## src/pcs_pkg.sv

```systemverilog
// Constants and types shared by the program counter and return stack block
package pcs_pkg;
	// ==========================================================
	// Sizes
	localparam int PC_W = 21;
	localparam int SP_W = 5;
	localparam int STACK_DEPTH = 31;
	localparam int ADDR_W = 8;

	// ==========================================================
	// Register byte offsets on the register bus
	localparam logic [ADDR_W-1:0] ADDR_PC_LOW_BYTE = 8'h00;
	localparam logic [ADDR_W-1:0] ADDR_PC_HIGH_LATCH = 8'h04;
	localparam logic [ADDR_W-1:0] ADDR_PC_UPPER_LATCH = 8'h08;
	localparam logic [ADDR_W-1:0] ADDR_STACK_POINTER = 8'h0C;
	localparam logic [ADDR_W-1:0] ADDR_TOP_LOW = 8'h10;
	localparam logic [ADDR_W-1:0] ADDR_TOP_HIGH = 8'h14;
	localparam logic [ADDR_W-1:0] ADDR_TOP_UPPER = 8'h18;
	localparam logic [ADDR_W-1:0] ADDR_RESET_CAUSE = 8'h1C;
	localparam logic [ADDR_W-1:0] ADDR_STACK_CONFIG = 8'h20;

	// ==========================================================
	// Field positions and values after reset
	localparam int OVF_BIT = 0;
	localparam int UNF_BIT = 1;
	localparam int FAULT_EN_BIT = 0;
	localparam logic FAULT_EN_RESET = 1'b1;
	localparam logic [SP_W-1:0] SP_EMPTY = 5'h00;
	localparam logic [SP_W-1:0] SP_FULL = 5'h1F;
	localparam logic [SP_W-1:0] SP_ONE = 5'h01;
	localparam logic [PC_W-1:0] PC_RESET = 21'h000000;
	localparam logic [PC_W-1:0] PC_STEP = 21'h000002;
	localparam logic [7:0] LATCH_RESET = 8'h00;
	localparam logic [1:0] RESP_OKAY = 2'h0;
	localparam logic [1:0] RESP_SLVERR = 2'h2;

	// ==========================================================
	// Operations issued by the instruction sequencer
	typedef enum logic [2:0] {
		OP_NONE = 3'b000,
		OP_SEQ = 3'b001,
		OP_JUMP = 3'b010,
		OP_CALL = 3'b011,
		OP_RET = 3'b100,
		OP_IRQ = 3'b101,
		OP_SW_PUSH = 3'b110,
		OP_SW_POP = 3'b111
	} pcs_op_e;
endpackage : pcs_pkg

```

## src/pcs_stack_if.sv

```systemverilog
// Port bundle between the core and the return address storage
`timescale 1ns/100ps
interface pcs_stack_if import pcs_pkg::*; ();
	logic wr_en;
	logic [SP_W-1:0] wr_idx;
	logic [PC_W-1:0] wr_data;
	logic [SP_W-1:0] rd_idx;
	logic [PC_W-1:0] rd_data;

	modport ctrl (output wr_en, output wr_idx, output wr_data, output rd_idx, input rd_data);
	modport ram (input wr_en, input wr_idx, input wr_data, input rd_idx, output rd_data);
endinterface : pcs_stack_if

```

## src/pcs_stack_ram.sv

```systemverilog
// Return address storage: entries 1..DEPTH, index zero has no storage
`timescale 1ns/100ps
module pcs_stack_ram import pcs_pkg::*; #(
	parameter int DEPTH = STACK_DEPTH
) (
	// Clock
	input wire logic aclk,
	// Storage port
	pcs_stack_if.ram port
);
	logic [PC_W-1:0] mem [1:DEPTH];

	// ==========================================================
	// Write and read
	// No reset on the array: only the pointer is cleared, as in a real stack RAM
	always_ff @(posedge aclk) begin
		if (port.wr_en && (port.wr_idx != SP_EMPTY)) begin
			mem[port.wr_idx] <= port.wr_data;
		end
	end

	// Index zero is only the empty marker and reads as zero
	assign port.rd_data = (port.rd_idx == SP_EMPTY) ? PC_RESET : mem[port.rd_idx];
endmodule : pcs_stack_ram

```

## src/pcs_core.sv

```systemverilog
// Program counter, pc latches and hardware return stack with AXI4-Lite registers
//
// The register offsets and the AXI4-Lite slave port are this design's own decisions.
`timescale 1ns/100ps
module pcs_core import pcs_pkg::*; #(
	parameter int DEPTH = STACK_DEPTH
) (
	// Clock and power-on reset
	input wire logic aclk,
	input wire logic aresetn,
	// Any other device reset, same clock
	input wire logic sys_reset,
	// Instruction sequencer
	input wire pcs_op_e seq_op,
	input wire logic [PC_W-1:0] seq_target,
	output logic [PC_W-1:0] pc,
	output logic fault_reset_req,
	// AXI4-Lite write address and data
	input wire logic awvalid,
	output logic awready,
	input wire logic [ADDR_W-1:0] awaddr,
	input wire logic [2:0] awprot,
	input wire logic wvalid,
	output logic wready,
	input wire logic [31:0] wdata,
	input wire logic [3:0] wstrb,
	// AXI4-Lite write response
	output logic bvalid,
	input wire logic bready,
	output logic [1:0] bresp,
	// AXI4-Lite read
	input wire logic arvalid,
	output logic arready,
	input wire logic [ADDR_W-1:0] araddr,
	input wire logic [2:0] arprot,
	output logic rvalid,
	input wire logic rready,
	output logic [31:0] rdata,
	output logic [1:0] rresp
);
	// ==========================================================
	// State
	logic [SP_W-1:0] stack_pointer_register;
	logic [7:0] pc_high_latch;
	logic [4:0] pc_upper_latch;
	logic stack_overflow_flag;
	logic stack_underflow_flag;
	logic stack_fault_reset_enable;

	logic is_push;
	logic is_pop;
	logic push_full;
	logic pop_empty;
	logic fault;
	logic seq_idle;
	logic wr_go;
	logic wr_hit;
	logic rd_go;
	logic [7:0] wbyte;
	logic [PC_W-1:0] top_of_stack;
	logic [PC_W-1:0] next_top;

	pcs_stack_if stk ();

	pcs_stack_ram #(.DEPTH(DEPTH)) u_ram (
		.aclk(aclk),
		.port(stk.ram)
	);

	// ==========================================================
	// Decoding helpers
	function automatic logic addr_mapped(input logic [ADDR_W-1:0] a);
		case (a)
			ADDR_PC_LOW_BYTE, ADDR_PC_HIGH_LATCH, ADDR_PC_UPPER_LATCH, ADDR_STACK_POINTER,
			ADDR_TOP_LOW, ADDR_TOP_HIGH, ADDR_TOP_UPPER, ADDR_RESET_CAUSE,
			ADDR_STACK_CONFIG: addr_mapped = 1'b1;
			default: addr_mapped = 1'b0;
		endcase
	endfunction : addr_mapped

	function automatic logic [31:0] read_value(
		input logic [ADDR_W-1:0] a,
		input logic [PC_W-1:0] p,
		input logic [PC_W-1:0] t,
		input logic [SP_W-1:0] s,
		input logic [7:0] lh,
		input logic [4:0] lu,
		input logic ov,
		input logic un,
		input logic en
	);
		read_value = 32'h00000000;
		case (a)
			ADDR_PC_LOW_BYTE: read_value[7:0] = p[7:0];
			ADDR_PC_HIGH_LATCH: read_value[7:0] = lh;
			ADDR_PC_UPPER_LATCH: read_value[4:0] = lu;
			ADDR_STACK_POINTER: read_value[SP_W-1:0] = s;
			ADDR_TOP_LOW: read_value[7:0] = t[7:0];
			ADDR_TOP_HIGH: read_value[7:0] = t[15:8];
			ADDR_TOP_UPPER: read_value[4:0] = t[20:16];
			ADDR_RESET_CAUSE: begin
				read_value[OVF_BIT] = ov;
				read_value[UNF_BIT] = un;
			end
			ADDR_STACK_CONFIG: read_value[FAULT_EN_BIT] = en;
			default: read_value = 32'h00000000;
		endcase
	endfunction : read_value

	// ==========================================================
	// Sequencer decode
	assign is_push = (seq_op == OP_CALL) || (seq_op == OP_IRQ) || (seq_op == OP_SW_PUSH);
	assign is_pop = (seq_op == OP_RET) || (seq_op == OP_SW_POP);
	assign push_full = is_push && (stack_pointer_register == SP_FULL);
	assign pop_empty = is_pop && (stack_pointer_register == SP_EMPTY);
	assign fault = (push_full || pop_empty) && stack_fault_reset_enable;
	assign seq_idle = (seq_op == OP_NONE);

	// ==========================================================
	// Bus handshakes
	// Bus accesses wait while the sequencer acts, so the two never race on state
	assign wr_go = awvalid && wvalid && !bvalid && seq_idle && !sys_reset;
	assign awready = wr_go;
	assign wready = wr_go;
	assign wr_hit = wr_go && wstrb[0] && addr_mapped(awaddr);
	assign rd_go = arvalid && !rvalid && seq_idle && !sys_reset;
	assign arready = rd_go;
	assign wbyte = wdata[7:0];

	always_ff @(posedge aclk) begin
		if (!aresetn) begin
			bvalid <= 1'b0;
			bresp <= RESP_OKAY;
		end else if (wr_go) begin
			bvalid <= 1'b1;
			bresp <= addr_mapped(awaddr) ? RESP_OKAY : RESP_SLVERR;
		end else if (bready) begin
			bvalid <= 1'b0;
		end
	end

	always_ff @(posedge aclk) begin
		if (!aresetn) begin
			rvalid <= 1'b0;
			rresp <= RESP_OKAY;
			rdata <= 32'h00000000;
		end else if (rd_go) begin
			rvalid <= 1'b1;
			rresp <= addr_mapped(araddr) ? RESP_OKAY : RESP_SLVERR;
			rdata <= read_value(araddr, pc, top_of_stack, stack_pointer_register, pc_high_latch,
				pc_upper_latch, stack_overflow_flag, stack_underflow_flag,
				stack_fault_reset_enable);
		end else if (rready) begin
			rvalid <= 1'b0;
		end
	end

	// ==========================================================
	// Stack storage port
	assign top_of_stack = stk.rd_data;
	assign stk.rd_idx = stack_pointer_register;

	always_comb begin
		next_top = top_of_stack;
		case (awaddr)
			ADDR_TOP_LOW: next_top[7:0] = wbyte;
			ADDR_TOP_HIGH: next_top[15:8] = wbyte;
			ADDR_TOP_UPPER: next_top[20:16] = wbyte[4:0];
			default: next_top = top_of_stack;
		endcase
	end

	always_comb begin
		stk.wr_en = 1'b0;
		stk.wr_idx = stack_pointer_register;
		stk.wr_data = next_top;
		if (is_push) begin
			// A full stack keeps rewriting its last entry unless the fault resets
			stk.wr_en = !fault;
			stk.wr_idx = push_full ? SP_FULL : stack_pointer_register + SP_ONE;
			stk.wr_data = pc;
		end else if (wr_hit && ((awaddr == ADDR_TOP_LOW) || (awaddr == ADDR_TOP_HIGH) ||
				(awaddr == ADDR_TOP_UPPER))) begin
			stk.wr_en = 1'b1;
		end
	end

	// ==========================================================
	// Program counter
	always_ff @(posedge aclk) begin
		if (!aresetn || sys_reset || fault) begin
			pc <= PC_RESET;
		end else begin
			case (seq_op)
				OP_SEQ, OP_SW_PUSH, OP_SW_POP: pc <= pc + PC_STEP;
				OP_JUMP, OP_CALL, OP_IRQ: pc <= {seq_target[PC_W-1:1], 1'b0};
				OP_RET: pc <= pop_empty ? PC_RESET : {top_of_stack[PC_W-1:1], 1'b0};
				OP_NONE: begin
					if (wr_hit && (awaddr == ADDR_PC_LOW_BYTE)) begin
						pc <= {pc_upper_latch, pc_high_latch, wbyte[7:1], 1'b0};
					end
				end
				default: pc <= pc;
			endcase
		end
	end

	// ==========================================================
	// Stack pointer
	always_ff @(posedge aclk) begin
		if (!aresetn || sys_reset || fault) begin
			stack_pointer_register <= SP_EMPTY;
		end else if (is_push) begin
			if (!push_full) begin
				stack_pointer_register <= stack_pointer_register + SP_ONE;
			end
		end else if (is_pop) begin
			if (!pop_empty) begin
				stack_pointer_register <= stack_pointer_register - SP_ONE;
			end
		end else if (wr_hit && (awaddr == ADDR_STACK_POINTER)) begin
			stack_pointer_register <= wbyte[SP_W-1:0];
		end
	end

	// ==========================================================
	// Pc latches: only the bus touches them, never calls or returns
	always_ff @(posedge aclk) begin
		if (!aresetn || sys_reset) begin
			pc_high_latch <= LATCH_RESET;
			pc_upper_latch <= LATCH_RESET[4:0];
		end else if (rd_go && (araddr == ADDR_PC_LOW_BYTE)) begin
			pc_high_latch <= pc[15:8];
			pc_upper_latch <= pc[20:16];
		end else if (wr_hit && (awaddr == ADDR_PC_HIGH_LATCH)) begin
			pc_high_latch <= wbyte;
		end else if (wr_hit && (awaddr == ADDR_PC_UPPER_LATCH)) begin
			pc_upper_latch <= wbyte[4:0];
		end
	end

	// ==========================================================
	// Fault flags: cleared by power-on reset or a software write, not by sys_reset; hardware set wins
	always_ff @(posedge aclk) begin
		if (!aresetn) begin
			stack_overflow_flag <= 1'b0;
			stack_underflow_flag <= 1'b0;
		end else begin
			if (push_full) begin
				stack_overflow_flag <= 1'b1;
			end else if (wr_hit && (awaddr == ADDR_RESET_CAUSE)) begin
				stack_overflow_flag <= wbyte[OVF_BIT];
			end
			if (pop_empty) begin
				stack_underflow_flag <= 1'b1;
			end else if (wr_hit && (awaddr == ADDR_RESET_CAUSE)) begin
				stack_underflow_flag <= wbyte[UNF_BIT];
			end
		end
	end

	always_ff @(posedge aclk) begin
		if (!aresetn) begin
			stack_fault_reset_enable <= FAULT_EN_RESET;
		end else if (wr_hit && (awaddr == ADDR_STACK_CONFIG)) begin
			stack_fault_reset_enable <= wbyte[FAULT_EN_BIT];
		end
	end

	// Software writes to the flags never reach this request
	always_ff @(posedge aclk) begin
		if (!aresetn) begin
			fault_reset_req <= 1'b0;
		end else begin
			fault_reset_req <= fault && !sys_reset;
		end
	end

	// ==========================================================
	// Assertions
	a_pc_lsb_zero: assert property (@(posedge aclk) disable iff (!aresetn)
		pc[0] == 1'b0)
		else $error("pc bit zero is not zero");

	a_seq_step_two: assert property (@(posedge aclk) disable iff (!aresetn)
		(seq_op == OP_SEQ) && !sys_reset |=> pc == PC_W'($past(pc) + PC_STEP))
		else $error("sequential step did not add two");

	a_call_push: assert property (@(posedge aclk) disable iff (!aresetn)
		(seq_op == OP_CALL) && (stack_pointer_register != SP_FULL) && !sys_reset |=>
		(stack_pointer_register == SP_W'($past(stack_pointer_register) + SP_ONE)) &&
		(top_of_stack == $past(pc)) && (pc == {$past(seq_target[PC_W-1:1]), 1'b0}))
		else $error("call did not push return address");

	a_ret_pop: assert property (@(posedge aclk) disable iff (!aresetn)
		(seq_op == OP_RET) && (stack_pointer_register != SP_EMPTY) && !sys_reset |=>
		(pc == {$past(top_of_stack[PC_W-1:1]), 1'b0}) &&
		(stack_pointer_register == SP_W'($past(stack_pointer_register) - SP_ONE)))
		else $error("return did not pop stack");

	a_ovf_fault: assert property (@(posedge aclk) disable iff (!aresetn)
		is_push && (stack_pointer_register == SP_FULL) && stack_fault_reset_enable &&
		!sys_reset |=> fault_reset_req && stack_overflow_flag &&
		(stack_pointer_register == SP_EMPTY) ##1 (!fault_reset_req || $past(pop_empty)))
		else $error("overflow with fault enable misbehaved");

	a_ovf_hold: assert property (@(posedge aclk) disable iff (!aresetn)
		is_push && (stack_pointer_register == SP_FULL) && !stack_fault_reset_enable &&
		!sys_reset |=> stack_overflow_flag && !fault_reset_req &&
		(stack_pointer_register == SP_FULL) && (top_of_stack == $past(pc)))
		else $error("overflow without fault enable misbehaved");

	a_unf_zero_pc: assert property (@(posedge aclk) disable iff (!aresetn)
		(seq_op == OP_RET) && (stack_pointer_register == SP_EMPTY) && !sys_reset |=>
		(pc == PC_RESET) && stack_underflow_flag &&
		(fault_reset_req == $past(stack_fault_reset_enable)))
		else $error("underflow did not zero pc");

	a_pc_low_write: assert property (@(posedge aclk) disable iff (!aresetn)
		wr_hit && (awaddr == ADDR_PC_LOW_BYTE) && !sys_reset |=>
		(pc[20:8] == {$past(pc_upper_latch), $past(pc_high_latch)}) &&
		(pc[7:1] == $past(wbyte[7:1])))
		else $error("pc low write did not load latches");

	a_pc_low_read: assert property (@(posedge aclk) disable iff (!aresetn)
		rd_go && (araddr == ADDR_PC_LOW_BYTE) |=>
		(pc_high_latch == $past(pc[15:8])) && (pc_upper_latch == $past(pc[20:16])))
		else $error("pc low read did not copy upper bytes");

	a_latch_stable: assert property (@(posedge aclk) disable iff (!aresetn)
		((seq_op == OP_CALL) || (seq_op == OP_RET)) && !sys_reset |=>
		$stable(pc_high_latch) && $stable(pc_upper_latch))
		else $error("call or return changed pc latches");

	a_sw_ovf_quiet: assert property (@(posedge aclk) disable iff (!aresetn)
		wr_hit && (awaddr == ADDR_RESET_CAUSE) |=> !fault_reset_req)
		else $error("software flag write raised fault reset");

	a_resp_holds: assert property (@(posedge aclk) disable iff (!aresetn)
		bvalid && !bready |=> bvalid && $stable(bresp))
		else $error("write response dropped before taken");
endmodule : pcs_core

```

## config.mk

```make
export PLATFORM = sky130hd
export DESIGN_NAME = pcs_core
export DESIGN_NICKNAME = d
export VERILOG_FILES = /design/src/pcs_pkg.sv /design/src/pcs_stack_if.sv /design/src/pcs_stack_ram.sv /design/src/pcs_core.sv
export SDC_FILE = /design/constraint.sdc
export NUM_CORES = 1
export LEC_CHECK = 0
export BUFFER_PORTS_ARGS = -buffer_cell sky130_fd_sc_hd__buf_4
export CAP_MARGIN = 20
export CELL_PAD_IN_SITES_DETAIL_PLACEMENT = 2
export CELL_PAD_IN_SITES_GLOBAL_PLACEMENT = 2
export CORE_AREA = 5 5 263 265
export CTS_CLUSTER_DIAMETER = 60
export DETAILED_ROUTE_END_ITERATION = 7
export DIE_AREA = 0 0 268 270
export GPL_TIMING_DRIVEN = 0
export MAX_ROUTING_LAYER = met4
export PLACE_DENSITY_LB_ADDON = 0.1
export SYNTH_ARGS = -nofsm -noshare
export SYNTH_HDL_FRONTEND = slang
export SYNTH_SLANG_ARGS = --single-unit
```

## constraint.sdc

```tcl
create_clock -name aclk -period 5.4 [get_ports aclk]
set_input_delay 0.81 -clock aclk [delete_from_list [all_inputs] [get_ports aclk]]
set_output_delay 0.81 -clock aclk [all_outputs]
set_load 0.01 [all_outputs]
```

==> reports/metrics.yaml, run 1 <==
timing:
  setup_viol: 0
  slew_viol_final: 0
  max_freq_mhz: 189
  worst_slew_pin_slew_ps: 1290
  holdWs_ps: 484
  period_share_pct: 98.2
  rsz0062_at_grt: "no"
  skew_ps: 52.0
  finalHoldViolCount: 0
  fin_crit_ps: 5300
  maxSlewHeadroom_pct: 13.2
setup_path:
  critPathKind: "flop to flop"
  path_delay_family: "buffers and inverters"
  cpMostUsedCell: "clkbuf_1"
  slowest_stage: "a211oi_1"
  cpPeakStageDelay_ps: 1110
  critPathLaunchType: "flop"
  cp.buffers_inverters: 4
  critPathCaptureType: "flop"
  crit_arrival_ps: 5750
  worstPathRequired_ps: 5850
  critical_path.max_fanout: 24
  crit_chain: "clkbuf_1, buf_1, clkbuf_1, nor2_1, a211oi_1, a221oi_1, nor2_2, buf_8"
placed_design:
  io_buffers: 85
  place_area_mm2: 0.0331
  routabilityCongestion: 0.976
  hpwl_mm: 82.6
floorplanning:
  fp-row-count: 95
  die_h_um: 270
  core_area_mm2: 0.0666
  initial_core_util_pct: 45.4
  die-area_mm2: 0.0724
  ioPinCount: 153
  die_w_um: 268
cts:
  tritoncts: "built"
  cts_made_buffers: 79
  clkTransAtPathRegs_ps: 60
  cts.htree.levels: 3
  clk_latency_ps: 650
  cts_setup_buffers: 0
  clock_sinks: 710
  cts_root_buf: "clkbuf_16"
  clockBufferDepth: 3
yosys:
  synth-seq-cells: 710
  syn_avg_cell_area_um2: 15.9
  syn_inst: 1903
  synthFlopType: "edfxtp_1"
  ys_warn_count: 0
  ys_seq_area_share_pct: 68.5
  synth_area_leader_cell: "edfxtp_1"
  syn_area_mm2: 0.0302
  synth_top_cell_area_share_pct: 64.6
  async_flop_share_pct: 0
  synthTopCellsByArea: "edfxtp_1 (65%), mux4_2 (8.3%), dfxtp_1 (3.9%), mux2i_1 (3.6%), nor2_1 (1.8%)"
  ys_types: 82
  synth_enable_flop_cells: 651
power_and_ir_drop:
  p_leak_nw: 11.6
  peakVddDrop_mv: 0.296
  power_density_mw_per_mm2: 378
routing:
  first_pass_iters: 5
  drt-initial-drc-count: 2362
  wl_per_cell_um: 40.2
  vias: 20579
  drt_wl_total_mm: 124
  post-route-drc-count: 0
  routed_via_density: 6.68
  ant_nets: 0
grt:
  antenna_found_initial: 5
  track_usage_pct: 34.9
  grt_first_pass_wirelength_mm: 173
  grt_start_max_net_pins: 32
  grt_remaining_overflow: 0
  grt_pass1_vias: 21532
finish:
  finalNetCount: 2237
  area_growth_pct: 18.4
  nFillCells: 5913
  final_layout_size_suffix_gt1_share_pct: 24.6
  final_area_mm2: 0.0358
worst_hold_path:
  hold_path_class: "input pin to flop"
  hp-start: "rready"
status:
  outcome: "finished clean"
job:
  drv_cap: 0
==> routing by layer <==
metal	track usage [%]	wire length [µm]	share of wire, %
met4	14.7	6550	5.3
met2	56.1	60600	49
met3	5.33	9170	7.4
met1	44.7	47600	38
met5	-	0	0
==> cells in the final DEF, fill, tap and decap left out, types with 8 or more instances in the layout <==
master / instances
edfxtp_1: 651
buf_4: 138
mux4_2: 112
mux2i_1: 109
nor2_1: 104
nand2_1: 83
clkbuf_16: 80
clkbuf_1: 78
a21oi_1: 67
dfxtp_1: 59
o21ai_0: 48
a22oi_1: 44
a211oi_1: 41
mux2_2: 36
nor2_4: 31
conb_1: 27
o22ai_1: 26
buf_2: 24
nand3_1: 23
a221oi_1: 22
nor3_1: 19
buf_8: 19
clkinv_1: 18
nand2b_1: 17
a21o_1: 15
clkinv_2: 15
nor2_2: 13
buf_12: 13
nor2b_1: 12
a2111oi_0: 12
inv_1: 11
and2_1: 11
nor4_1: 11
or3_1: 10
nand4_1: 10
a31oi_1: 9
bufinv_16: 9
nand3b_1: 8
o221ai_1: 8
==> layout make-up <==
| class | instances | area [µm²] | share of cell area [%] |
|---|---|---|---|
| inverter | 13 | 48.8 | 0.136 |
| clock buffer | 93 | 2080 | 5.81 |
| tap | 873 | 1090 | 3.05 |
| buffer | 145 | 774 | 2.16 |
| multi-input combinational | 1061 | 9100 | 25.4 |
| sequential | 710 | 20700 | 57.9 |
| antenna | 3 | 7.51 | 0.0210 |
| timing repair buffer | 132 | 1410 | 3.94 |
| clock inverter | 52 | 559 | 1.56 |
==> final timing paths <==
path | endpoint | slack, ps | cells past startpoint
worst min register to register | bresp[1] | 500 | 1
worst max-delay path | u_ram.mem[1][5] | 100 | 8
worst min-delay path | rvalid | 480 | 3
worst max register to register | u_ram.mem[1][5] | 100 | 8
==> synthesized netlist by cell type, types with 8 or more instances <==
cell	n
nor2_1	147
clkbuf_1	68
a211oi_1	41
edfxtp_1	651
nand3_1	23
buf_4	48
a221oi_1	23
nand4_1	10
a21o_1	15
nand2b_1	17
nor4_1	11
o21ai_0	50
nand3b_1	8
mux2i_1	109
nor3_1	19
o22ai_1	26
nor2b_1	12
a2111oi_0	12
buf_2	22
a21oi_1	70
o221ai_1	8
mux2_2	36
a31oi_1	11
a22oi_1	45
or3_1	10
mux4_2	112
inv_1	11
nand2_1	83
dfxtp_1	59
and2_1	11
==> kinds of logic after synthesis <==
family | share of synthesized area, %
other cells | 0.0124
compound gates | 8.73
xor+xnor | 0.430
mux | 13.3
flops | 68.5
buf+inv | 2.72
fa+ha+maj | 0.207
simple gates | 6.08
==> repair_timing <==
item | 4_1_cts | 5_1_grt
resized for setup | 1 | 0
hold buffers | 0 | 0
endpoints found under the setup margin | 31 | 0
==> stage by stage <==
step	utilization, %	instances	setup slack, ps	TNS, ps	power (W)
after global routing	53.8	3082	129	0	0.0139
after detailed placement	49.7	2931	-0.413	-2.29	0.00800
final	53.8	3082	99.8	0	0.0135
after CTS	53.7	3076	217	0	0.0136
after floorplan	-	1929	1400	0	0.00717
after global placement	48.2	2887	-1430	-522720	0.00778
==> state kept, by name, indices dropped and copies added, names as in the netlist, 5 cells and up, named ones only <==
register and count:
pc 20, pc_high_latch 8, rdata 8, pc_upper_latch 5, stack_pointer_register 5, u_ram.mem 651
==> where the power goes <==
part / switching [W] / total, W / internal (W)
Sequential: 0.0000449 / 0.00631 / 0.00626
Clock: 0.00238 / 0.00559 / 0.00321
Combinational: 0.00116 / 0.00164 / 0.000485
==> worst register-to-register path, delay by kind of cell, from the launching register on <==
kind	cells	cell delay, ps
compound gates	2	1350
buf+inv	4	2520
flops	1	390
simple gates	2	830
No activity file was read; power rests on OpenSTA's default activity.
==> inputs of run 2 (changes only) <==
CORE_AREA = 5 5 260 262   (was 5 5 263 265)
CTS_BUF_LIST = sky130_fd_sc_hd__clkbuf_8   (was default)
DIE_AREA = 0 0 265 267   (was 0 0 268 270)
==> run 2 against run 1 <==
Compared with the run above:
- global-route usage is 2.3 points higher
- critical endpoint is now u_ram.mem[2][19]
- worst hold slack worse by 150 ps
- largest power group unchanged
- largest cell class unchanged
- clock skew decreased by 11 ps
- die area is 2.2% lower
- non-clock buffer count unchanged
- via count up 1.7%
- cell area fell by 1.2%
- core utilization increased by 0.49 points
==> reports/metrics.yaml, run 2 (synthesis results as in run 1) <==
status:
  outcome: "finished clean"
timing:
  period_share_pct: 98.8  # +0.67 points
  worst_slew_pin_slew_ps: 1330  # +40.4 ps
  skew_ps: 41.2  # -10.8 ps
  setup_viol: 0  # unchanged
  slew_viol_final: 0  # unchanged
  rsz0062_at_grt: "no"
  max_freq_mhz: 187  # -0.68%
  fin_tns_setup_ps: 0  # unchanged
  maxSlewHeadroom_pct: 11.0  # -2.2 points
  finalHoldViolCount: 0  # unchanged
  fin_crit_ps: 5340  # +36.4 ps
setup_path:
  worst-r2r-cell-count: 8  # unchanged
  cpMostUsedCell: "clkbuf_1"
  crit_arrival_ps: 5740  # about the same
  critical_path.max_fanout: 31  # +29%
  cpPeakStageDelay_ps: 780  # -330 ps
  worstPathRequired_ps: 5800  # -50 ps
  r2r_slack_ps: 60  # -40 ps
  worst_r2r_endpoint: "u_ram.mem[2][19]"
  slowest_stage: "clkbuf_1"
  critPathCaptureType: "flop"
  critPathLaunchType: "flop"
  critPathKind: "flop to flop"
  crit_chain: "clkbuf_1, clkbuf_1, clkbuf_1, o221ai_1, a211oi_1, a31oi_1, a221oi_1, nor2_4"
worst_hold_path:
  min_to: "rresp[1]"
  hold_path_class: "input pin to flop"
  hp-start: "araddr[6]"
  hold_depth: 3  # unchanged
cts:
  cts_made_buffers: 118  # +49%
  cts_setup_buffers: 0  # unchanged
  clkTransAtPathRegs_ps: 70  # about the same
  tritoncts: "built"
  cts.htree.levels: 3  # unchanged
  clock_sinks: 710  # unchanged
  clk_latency_ps: 780  # +130 ps
  cts_root_buf: "clkbuf_8"
  clockBufferDepth: 3  # unchanged
  hold_buffers: 0  # unchanged
  cts-resized-gates: 0  # -1
finish:
  final_layout_size_suffix_gt1_share_pct: 25.0  # +0.44 points
  top_regs: "u_ram.mem: 651 flops, pc: 20 flops"
  layout_common_cells: "edfxtp_1 (651), buf_4 (136), clkbuf_8 (121)"
  largest_reg_flops: 651  # unchanged
  fin_cells: 3142  # +1.9%
  regMostFlops: "u_ram.mem"
  area_growth_pct: 16.9
  finalNetCount: 2276  # +1.7%
  final_common_cell: "edfxtp_1"
routing:
  vias: 20934  # +1.7%
  ant_nets: 0  # unchanged
  routed_via_density: 6.66  # -0.22%
  first_pass_iters: 5  # unchanged
  drt_wl_total_mm: 129  # +4.4%
  wl_per_cell_um: 41.2  # +2.4%
  drt-initial-drc-count: 2394  # +1.4%
  post-route-drc-count: 0  # unchanged
power_and_ir_drop:
  power_w: 0.0127  # -5.9%
  switching_share_pct: 29.0  # +2.6 points
  p_leak_nw: 11.6  # -0.18%
  power_density_mw_per_mm2: 360  # -4.8%
  seq_power_share_pct: 49.5  # +2.9 points
  intPower_w: 0.00904  # -9.2%
  comb_power_share_pct: 13.2  # +1.1 points
  switchingPower_w: 0.00370  # +3.3%
  peakVddDrop_mv: 0.304  # +2.6%
  power_frac_clock_pct: 37.2  # -4.1 points
floorplanning:
  ioPinCount: 153  # unchanged
  initial_core_util_pct: 46.4  # +0.98 points
  fp-row-count: 94  # -1.1%
  die_w_um: 265  # -1.1%
  die-area_mm2: 0.0708  # -2.2%
  die_h_um: 267  # -1.1%
  core_area_mm2: 0.0652  # -2.1%
grt:
  grt_first_pass_wirelength_mm: 179  # +3.3%
  grt_start_max_net_pins: 32  # unchanged
  antenna_found_initial: 3  # -2
  track_usage_pct: 37.2  # +2.3 points
  grt_remaining_overflow: 0  # unchanged
  grt_pass1_vias: 22169  # +3.0%
placed_design:
  dp_cells: 2921  # -0.34%
  io_buffers: 85  # unchanged
  routabilityCongestion: 0.956  # -2.1%
  hpwl_mm: 84.3  # +2.1%
job:
  drv_cap: 0  # unchanged
==> run 2: stage by stage <==
stage | cell area (µm²) | setup WS (ps) | hold WS [ps] | utilization [%]
global placement | 32100 | -1640 | 486 | 49.2
floorplan | 30300 | 1400 | 472 | -
CTS | 35300 | 115 | 295 | 54.2
finish | 35400 | 63.5 | 329 | 54.3
global route | 35400 | 185 | 326 | 54.3
detailed placement | 33100 | 108 | 491 | 50.8
==> run 2: layer usage <==
| layer | GRT usage [%] | vias to the layer above | share of wire [%] |
|---|---|---|---|
| met3 | 8.48 | 375 | 9.2 |
| met5 | - | - | 0 |
| met2 | 59.2 | 1420 | 48 |
| met1 | 44.6 | 10955 | 37 |
| li1 | - | 8184 | - |
| met4 | 19.7 | 0 | 6.2 |
==> run 2: critical path, delay by kind of cell (launching register included) <==
kind            cells  cell delay (ps)
buf+inv             3             2090
flops               1              530
compound gates      4             2020
simple gates        1              300
==> run 2: worst max path at each step <==
stage / from / endpoint / slack (ps) / cells after the start
after floorplan: seq_op[1] / u_ram.mem[4][0] / 1400 / 7
after global placement: flop / u_ram.mem[18][6] / -1640 / 8
after detailed placement: flop / u_ram.mem[20][11] / 110 / 9
after CTS: flop / u_ram.mem[11][0] / 120 / 10
after global routing: flop / u_ram.mem[29][11] / 190 / 9
final: flop / u_ram.mem[2][19] / 60 / 8
==> run 2: power groups by stage <==
stage / Combinational (W) / Clock, W / Sequential (W)
detailed placement: 0.00159 / 0 / 0.00642
finish: 0.00169 / 0.00474 / 0.00631
floorplan: 0.000751 / 0 / 0.00641
global route: 0.00172 / 0.00506 / 0.00631
global placement: 0.00134 / 0 / 0.00644
CTS: 0.00163 / 0.00477 / 0.00631
==> run 2: final cells by class <==
class / instances / area (µm²)
diodes: 3 / 7.51
plain buffers: 145 / 782
clock buffers: 121 / 1670
clock inverters: 93 / 528
fillers: 5825 / 29800
inverters: 13 / 48.8
multi-input cells: 1061 / 9110
flip-flops and latches: 710 / 20700
well taps: 864 / 1080
repair buffers: 132 / 1420
